**config.mk**
```make
export PLATFORM = sky130hd
export DESIGN_NAME = sync_char_search_receiver
export DESIGN_NICKNAME = d
export VERILOG_FILES = /design/src/rx_pkg.sv /design/src/pin_sync.sv /design/src/sync_char_search_receiver.sv
export SDC_FILE = /design/constraint.sdc
export NUM_CORES = 1
export LEC_CHECK = 0
export BUFFER_PORTS_ARGS = -buffer_cell sky130_fd_sc_hd__buf_2
export CAP_MARGIN = 20
export CELL_PAD_IN_SITES_DETAIL_PLACEMENT = 1
export CELL_PAD_IN_SITES_GLOBAL_PLACEMENT = 2
export CORE_ASPECT_RATIO = 0.7
export CORE_MARGIN = 1.5
export CORE_UTILIZATION = 41
export DETAILED_ROUTE_END_ITERATION = 6
export PLACE_DENSITY = 0.77
export SETUP_SLACK_MARGIN = 0.4
export SLEW_MARGIN = 20
export SYNTH_ARGS = -nofsm -noshare
export SYNTH_HDL_FRONTEND = slang
export SYNTH_SLANG_ARGS = --single-unit
```
**constraint.sdc**
```tcl
create_clock -name ref_clk -period 5.8 [get_ports ref_clk]
set_input_delay 1.16 -clock ref_clk [delete_from_list [all_inputs] [get_ports ref_clk]]
set_output_delay 1.16 -clock ref_clk [all_outputs]
set_load 0.01 [all_outputs]
```
**src/rx_pkg.sv**
```systemverilog
// Shared constants and types for the character search receiver
// Summary of operation
// Internal search: holding register mirrors shift register
// Match on search: freeze holding, raise match
// Synced: transfer at last bit, set received
// Search line falling: lose sync, go transparent
// External mode, search low: holding stays transparent
// External search rising: frame, transfer, set received
// Match flag compares; async updates at stop
// Shift one bit per receive clock fall
// Rate select bits set sampling rate
// Sender places clock fall mid bit
// Master clear idles logic, holding all ones
// Master clear keeps control register
// Control latches load while strobe, enable low
// Chip disable high blocks control strobe
// Host pulses strobe or ties it low
// Match latches load while strobe, enable low
// Frame by length, parity and stop bits
// Idle serial line is held high
// Search line rising starts internal search
// Received clear low clears received flag
// Transfer while received set raises overrun
// Stop bit low raises framing error
// Single clock, pins synchronised, clear asserted
// Search line edges detected once each
package rx_pkg;

  localparam int DATA_W = 8;
  localparam int SR_W = 9;
  localparam logic [3:0] SR_LEN = 4'h9;
  localparam logic [3:0] BASE_LEN = 4'h5;
  localparam logic [3:0] CNT_ONE = 4'h1;
  localparam logic [DATA_W-1:0] HOLD_RESET = 8'hFF;
  localparam logic [DATA_W-1:0] MATCH_RESET = 8'h00;
  localparam logic [SR_W-1:0] SR_RESET = 9'h1FF;
  localparam logic [SR_W-1:0] SR_ONE = 9'h001;
  localparam logic [6:0] TICK_ONE = 7'h01;
  localparam logic [6:0] DIV_X1 = 7'h01;
  localparam logic [6:0] DIV_X16 = 7'h10;
  localparam logic [6:0] DIV_X32 = 7'h20;
  localparam logic [6:0] DIV_X64 = 7'h40;
  localparam int SYNC_MODE_BIT = 2;
  localparam int EXT_SYNC_BIT = 0;

  typedef enum logic [1:0] {
    A_IDLE = 2'b00,
    A_START = 2'b01,
    A_DATA = 2'b10,
    A_STOP = 2'b11
  } async_state_t;

  typedef struct packed {
    logic evenOddSelect;
    logic parityInhibit;
    logic [2:0] rateModeSel;
    logic [1:0] wordLenSel;
  } ctrl_t;

  localparam ctrl_t CTRL_RESET = 7'h00;

  typedef struct packed {
    logic charReceived;
    logic matchFound;
    logic parityErr;
    logic framingErr;
    logic overrun;
  } flags_t;

  localparam flags_t FLAGS_RESET = 5'h00;

endpackage : rx_pkg

```
**src/pin_sync.sv**
```systemverilog
// Three-stage pin synchroniser with agreement qualifier
module pin_sync #(
  parameter int W = 1
) (
  input wire logic ref_clk,
  input wire logic rstn,
  input wire logic [W-1:0] pinIn,
  input wire logic [W-1:0] resetValue,
  output logic [W-1:0] pinOut
);
  typedef struct packed {
    logic [W-1:0] s1;
    logic [W-1:0] s2;
    logic [W-1:0] s3;
    logic [W-1:0] q;
  } sync_state_t;

  sync_state_t s;
  sync_state_t next_s;

  always_comb begin
    next_s = s;
    next_s.s1 = pinIn;
    next_s.s2 = s.s1;
    next_s.s3 = s.s2;
    // Bit counts only once stages two and three agree
    for (int i = 0; i < W; i++) begin
      if (s.s2[i] == s.s3[i]) begin
        next_s.q[i] = s.s3[i];
      end
    end
  end

  always_ff @(posedge ref_clk or negedge rstn) begin
    if (!rstn) begin
      s <= '0;
    end else begin
      s <= next_s;
    end
  end

  assign pinOut = s.q ^ resetValue;
endmodule : pin_sync

```
**src/sync_char_search_receiver.sv**
```systemverilog
// Character sync search receiver with control and match latches
module sync_char_search_receiver (
  input wire logic ref_clk,
  input wire logic rstn,
  input wire logic master_clear,
  input wire logic chip_disable,
  input wire logic rx_shift_clock,
  input wire logic serial_in,
  input wire logic ctrl_load_strobe_n,
  input wire rx_pkg::ctrl_t ctrlIn,
  input wire logic match_load_strobe_n,
  input wire logic [rx_pkg::DATA_W-1:0] matchIn,
  input wire logic char_received_clear_n,
  input wire logic status_flag_clear_n,
  input wire logic frameErrSyncSearchIn,
  output logic frameErrSyncSearchOut,
  output logic frameErrSyncSearchOe,
  output logic [rx_pkg::DATA_W-1:0] holdData,
  output logic holdOutEnable,
  output rx_pkg::flags_t flags
);
  import rx_pkg::*;

  typedef struct packed {
    ctrl_t ctrl;
    logic [DATA_W-1:0] match;
    logic [DATA_W-1:0] hold;
    logic [SR_W-1:0] sr;
    flags_t flags;
    logic synced;
    logic searching;
    async_state_t ast;
    logic [3:0] bitCnt;
    logic [6:0] tick;
    logic prevRxClk;
    logic prevSearch;
  } state_t;

  localparam int PIN_W = 24;

  state_t s;
  state_t next_s;
  logic [PIN_W-1:0] pinRaw;
  logic [PIN_W-1:0] pinQ;
  logic [PIN_W-1:0] pinIdle;

  logic mcQ, disableQ, rxClkQ, serialQ, ctrlLoadQ, matchLoadQ, recvClearQ;
  logic statusClearQ, searchQ;
  ctrl_t ctrlQ;
  logic [DATA_W-1:0] matchQ;

  // ==========================================================
  // Pin synchronisation
  assign pinRaw = {master_clear, chip_disable, rx_shift_clock, serial_in,
                   ctrl_load_strobe_n, match_load_strobe_n,
                   char_received_clear_n, status_flag_clear_n,
                   frameErrSyncSearchIn, ctrlIn, matchIn};
  // Inverted so strobes, clears and idle line start high
  assign pinIdle = {1'b0, 1'b1, 1'b1, 1'b1, 1'b1, 1'b1, 1'b1, 1'b1,
                    1'b0, 7'h00, 8'h00};

  pin_sync #(.W(PIN_W)) u_pin_sync (
    .ref_clk(ref_clk),
    .rstn(rstn),
    .pinIn(pinRaw ^ pinIdle),
    .resetValue(pinIdle),
    .pinOut(pinQ)
  );

  assign {mcQ, disableQ, rxClkQ, serialQ, ctrlLoadQ, matchLoadQ, recvClearQ,
          statusClearQ, searchQ, ctrlQ, matchQ} = pinQ;

  // ==========================================================
  // Receive logic
  logic rxFall, searchRise, searchFall, isSync, isExt, shift, transfer;
  logic stopBad, parBit, parErr;
  logic [3:0] dataLen, frameLen;
  logic [SR_W-1:0] newSr, frame, dataMask;
  logic [DATA_W-1:0] data;
  logic [6:0] divisor, half;

  always_comb begin
    next_s = s;
    rxFall = s.prevRxClk & ~rxClkQ;
    searchRise = ~s.prevSearch & searchQ;
    searchFall = s.prevSearch & ~searchQ;
    next_s.prevRxClk = rxClkQ;
    next_s.prevSearch = searchQ;
    isSync = s.ctrl.rateModeSel[SYNC_MODE_BIT];
    isExt = s.ctrl.rateModeSel[EXT_SYNC_BIT];
    dataLen = BASE_LEN + {2'b00, s.ctrl.wordLenSel};
    frameLen = dataLen + {3'b000, ~s.ctrl.parityInhibit};
    case (s.ctrl.rateModeSel[1:0])
      2'b00: divisor = DIV_X1;
      2'b01: divisor = DIV_X16;
      2'b10: divisor = DIV_X32;
      default: divisor = DIV_X64;
    endcase
    half = divisor >> 1;
    shift = 1'b0;
    transfer = 1'b0;
    stopBad = 1'b0;

    // Control and match latches, transparent while enabled
    if (!disableQ && !ctrlLoadQ) begin
      next_s.ctrl = ctrlQ;
    end
    if (!disableQ && !matchLoadQ) begin
      next_s.match = matchQ;
    end
    // Clears first so that a same-cycle set wins
    if (!disableQ && !recvClearQ) begin
      next_s.flags.charReceived = 1'b0;
    end
    if (!disableQ && !statusClearQ) begin
      next_s.flags.parityErr = 1'b0;
      next_s.flags.framingErr = 1'b0;
      next_s.flags.overrun = 1'b0;
    end

    if (isSync) begin
      shift = rxFall;
      next_s.ast = A_IDLE;
    end else begin
      next_s.synced = 1'b0;
      next_s.searching = 1'b0;
      if (rxFall) begin
        next_s.tick = s.tick + TICK_ONE;
        case (s.ast)
          A_IDLE: begin
            next_s.tick = '0;
            next_s.bitCnt = '0;
            if (!serialQ) begin
              if (divisor == DIV_X1) begin
                next_s.ast = A_DATA;
              end else begin
                next_s.ast = A_START;
              end
            end
          end
          A_START: begin
            if (s.tick == half - TICK_ONE) begin
              next_s.tick = '0;
              next_s.ast = serialQ ? A_IDLE : A_DATA;
            end
          end
          A_DATA: begin
            if (s.tick == divisor - TICK_ONE) begin
              next_s.tick = '0;
              shift = 1'b1;
              next_s.bitCnt = s.bitCnt + CNT_ONE;
              if (s.bitCnt == frameLen - CNT_ONE) begin
                next_s.ast = A_STOP;
              end
            end
          end
          A_STOP: begin
            if (s.tick == divisor - TICK_ONE) begin
              transfer = 1'b1;
              stopBad = ~serialQ;
              next_s.ast = A_IDLE;
            end
          end
          default: next_s.ast = A_IDLE;
        endcase
      end
    end

    newSr = shift ? {serialQ, s.sr[SR_W-1:1]} : s.sr;
    frame = newSr >> (SR_LEN - frameLen);
    dataMask = (SR_ONE << dataLen) - SR_ONE;
    data = DATA_W'(frame & dataMask);
    parBit = frame[dataLen];
    parErr = ~s.ctrl.parityInhibit &
             (^data ^ parBit ^ ~s.ctrl.evenOddSelect);
    next_s.sr = newSr;

    if (isSync) begin
      if (isExt) begin
        if (searchRise) begin
          next_s.synced = 1'b1;
          next_s.bitCnt = '0;
        end
        if (searchFall) begin
          next_s.synced = 1'b0;
        end
      end else begin
        if (searchRise) begin
          next_s.searching = 1'b1;
          next_s.synced = 1'b0;
        end
        if (searchFall) begin
          next_s.searching = 1'b0;
          next_s.synced = 1'b0;
        end
      end
      if (shift && s.synced && !searchFall) begin
        next_s.bitCnt = s.bitCnt + CNT_ONE;
        if (s.bitCnt == frameLen - CNT_ONE) begin
          next_s.bitCnt = '0;
          transfer = 1'b1;
        end
      end else if (shift && !s.synced) begin
        next_s.hold = data;
        if (!isExt && s.searching && data == s.match[DATA_W-1:0]) begin
          next_s.synced = 1'b1;
          next_s.bitCnt = '0;
          next_s.flags.matchFound = 1'b1;
        end
      end
    end

    if (transfer) begin
      next_s.hold = data;
      next_s.flags.charReceived = 1'b1;
      next_s.flags.matchFound = (data == s.match);
      if (s.flags.charReceived) begin
        next_s.flags.overrun = 1'b1;
      end
      if (parErr) begin
        next_s.flags.parityErr = 1'b1;
      end
      if (stopBad) begin
        next_s.flags.framingErr = 1'b1;
      end
    end

    // Master clear resets all but the control latches, prevRxClk and prevSearch
    if (mcQ) begin
      next_s.match = MATCH_RESET;
      next_s.hold = HOLD_RESET;
      next_s.sr = SR_RESET;
      next_s.flags = FLAGS_RESET;
      next_s.synced = 1'b0;
      next_s.searching = 1'b0;
      next_s.ast = A_IDLE;
      next_s.bitCnt = '0;
      next_s.tick = '0;
      next_s.ctrl = s.ctrl;
    end
  end

  always_ff @(posedge ref_clk or negedge rstn) begin
    if (!rstn) begin
      s <= '{ctrl: CTRL_RESET, match: MATCH_RESET, hold: HOLD_RESET,
             sr: SR_RESET, flags: FLAGS_RESET, synced: 1'b0,
             searching: 1'b0, ast: A_IDLE, bitCnt: '0, tick: '0,
             prevRxClk: 1'b1, prevSearch: 1'b0};
    end else begin
      s <= next_s;
    end
  end

  // ==========================================================
  // Outputs
  assign holdData = s.hold;
  assign holdOutEnable = ~disableQ;
  assign flags = s.flags;
  assign frameErrSyncSearchOut = s.flags.framingErr;
  assign frameErrSyncSearchOe = ~s.ctrl.rateModeSel[SYNC_MODE_BIT] & ~disableQ;
endmodule : sync_char_search_receiver

```
==> flow_summary.ini <==
[global_route]
grt_max_degree = 108
grt_pass1_wl_um = 27500
grt_pass1_vias = 5087
antenna_found_initial = 0
gr-total-overflow = 0
grtUsageTotal = 0.207

[critical_path]
rrSetupSlack_ns = 1.16
start_kind = flip-flop
rr_worst_depth = 14
cp.arrival_ns = 4.96
worstSetupPathType = flip-flop to flip-flop
crit_path_end_kind = flip-flop
crit_required_ns = 6.12
crit_fanout = 14
r2r_end = flags[2]
worstReg2RegStart = s[47]

[clock_tree]
clk_pin_slew_ns = 0.07
cts_hold_buf = 0
ctsResizeCount = 0
cts_buffer_depth = 2
worstSkewPairLatency_ns = 0.42
postCtsSetupBuffers = 0
cts_root_buffer = clkbuf_16
cts_made_buffers = 17
cts_sinks = 150
cts_tree = yes
cts-htree-levels = 4

[die]
die_h_um = 111
ios = 42
rows = 39
coreArea_um2 = 16300
die_area_um2 = 17500
fp.dieW_um = 158
start_util = 0.420

[min_path]
hold_depth = 0
hp-class = flip-flop to flip-flop
holdCritStartpoint = u_pin_sync.next_s[66]
whs_endpoint = u_pin_sync.next_s[42]

[sta]
final-hold-violation-count = 0
slew_violations = 0
fin_crit_sh = 0.800
worst_pin_slew_ns = 0.921
finalSetupTns_ns = 0
timing.fmax_mhz = 216
finalSetupViolCount = 0
fin_skew_ns = 0.0103
maxSlewHeadroom = 0.386
rsz0062_at_grt = no
final.min_clock_period_ns = 4.64

[synth]
synth_top_area_frac = 0.481
syn-num-nets = 647
yosysTopAreaCell = dfrtp_1
syn_area_per_cell_um2 = 11.3
synth_edf_count = 0
synth_most_common_cell = dfrtp_1
synth_cells = 605
ys_dominant_reg_cell = dfrtp_1
ys.warnings.count = 0
yosysUniqueCellTypes = 71
synthTopCellsByCount = dfrtp_1 (132), nand2_1 (59), a21oi_1 (31), nor2_1 (30), maj3_1 (24)
syn_area_um2 = 6870
async_reset_ff_frac = 1.00
ys_seq_area_frac = 0.550
synth_area_leaders = dfrtp_1 (48%), dfstp_2 (6.9%), maj3_1 (3.5%), nand2_1 (3.2%), ha_1 (2.7%)
ys_ff_latch = 150

[finish]
layout.nets = 674
syn2layout_area_growth_pct = 12.6
final_util = 0.473
diodes = 0
drive_gt1_frac = 0.196
finalInstanceArea_um2 = 7730

[power]
ir_drop_v = 0.000264
power_density_nw_per_um2 = 515
p_leak_nw = 3.26

[drt]
via_per_inst = 5.41
wl_per_cell_um = 18.9
dr.pass1.iters = 4
ant_nets = 0
wl_um = 16400
drc = 0
vias = 4698
drt_iter0_drc = 205

[placement]
dp_hpwl_um = 11500
routabilityCongestion = 0.821
io_buffer_count = 41
placed_area_um2 = 7190

[run_status]
status = finished, final reports clean

[flow_run]
drv_cap = 0
-- critical path: stages, from the launching register on --
cell and delay, ns:
dfrtp_1 0.57, inv_1 0.15, ha_1 0.24, fa_1 0.50, inv_1 0.15, ha_1 0.65
nor2_1 0.15, a21oi_1 0.17, nand4_1 0.16, a221oi_4 0.43, xnor3_1 0.42, xnor2_2 0.15
xnor2_1 0.17, xnor3_1 0.41, a22o_1 0.20
-- logic make-up after synthesis --
logic type,Yosys count,share of synthesized area
simple gates,187,0.140
flops,150,0.550
compound gates,116,0.120
buf+inv,60,0.0426
fa+ha+maj,40,0.0652
xor+xnor,29,0.0432
mux,22,0.0383
other cells,1,0.000546
-- worst max path at each step --
stage | start | to | cells after the start
finish | s[47] | flags[2] | 14
global route | s[47] | s[9] | 12
CTS | s[47] | flags[2] | 14
detailed placement | s[47] | flags[2] | 14
global placement | s[47] | flags[2] | 14
floorplan | s[47] | flags[2] | 15
-- layout make-up --
class,count,area [µm²]
Fill cell,1766,8620
Clock buffer,18,429
Inverter,22,82.6
Tap cell,225,282
Clock inverter,13,114
Sequential cell,150,3780
Multi-Input combinational cell,395,2800
Timing Repair Buffer,46,249
-- power breakdown --
part           total [mW]  leakage (nW)  switching [mW]  internal (mW)
Clock                1.04         0.254           0.481          0.558
Sequential           1.25          1.79           0.101           1.15
Combinational        1.70          1.21           0.977          0.720
-- placed cells by master (no fill, tap or decap), types with 5 or more instances in the layout --
| cell type | n |
|---|---|
| nand3_1 | 20 |
| o21ai_0 | 22 |
| nand2b_1 | 10 |
| nand2_1 | 59 |
| buf_2 | 40 |
| nor2b_1 | 12 |
| nor4_1 | 6 |
| dfstp_2 | 18 |
| mux2_2 | 14 |
| nand4_1 | 6 |
| ha_1 | 15 |
| nor2_1 | 30 |
| mux2i_1 | 6 |
| nor3_1 | 13 |
| buf_4 | 5 |
| a31oi_1 | 5 |
| dfrtp_1 | 132 |
| nand3b_1 | 8 |
| clkbuf_16 | 17 |
| inv_1 | 22 |
| a21oi_1 | 31 |
| xnor2_1 | 16 |
| maj3_1 | 24 |
| a211o_1 | 10 |
| o31ai_1 | 5 |
| xor2_1 | 9 |
-- layer usage --
layer / global-route usage / wire [µm]
met4: 0.0767 / 226
met3: 0.0399 / 461
met1: 0.300 / 8270
met2: 0.306 / 7480
met5: 0 / 0
-- registers in the layout (all words and copies together) (netlist names) --
register               flops
u_pin_sync.next_s         48
u_pin_sync.s              48
s                         39
holdData                   8
flags                      4
frameErrSyncSearchOut      1
isExt                      1
isSync                     1
-- metrics by stage --
stage / power, mW / hold WS (ns) / worst slack (ns) / cells
floorplan: 2.52 / 0.331 / 1.41 / 605
global placement: 2.91 / 0.332 / 1.41 / 838
detailed placement: 2.95 / 0.336 / 1.17 / 838
CTS: 4.01 / 0.350 / 1.15 / 869
global route: 4.24 / 0.356 / 0.867 / 869
finish: 3.98 / 0.347 / 1.16 / 869
Note: power is estimated with default switching activity, not from simulation.
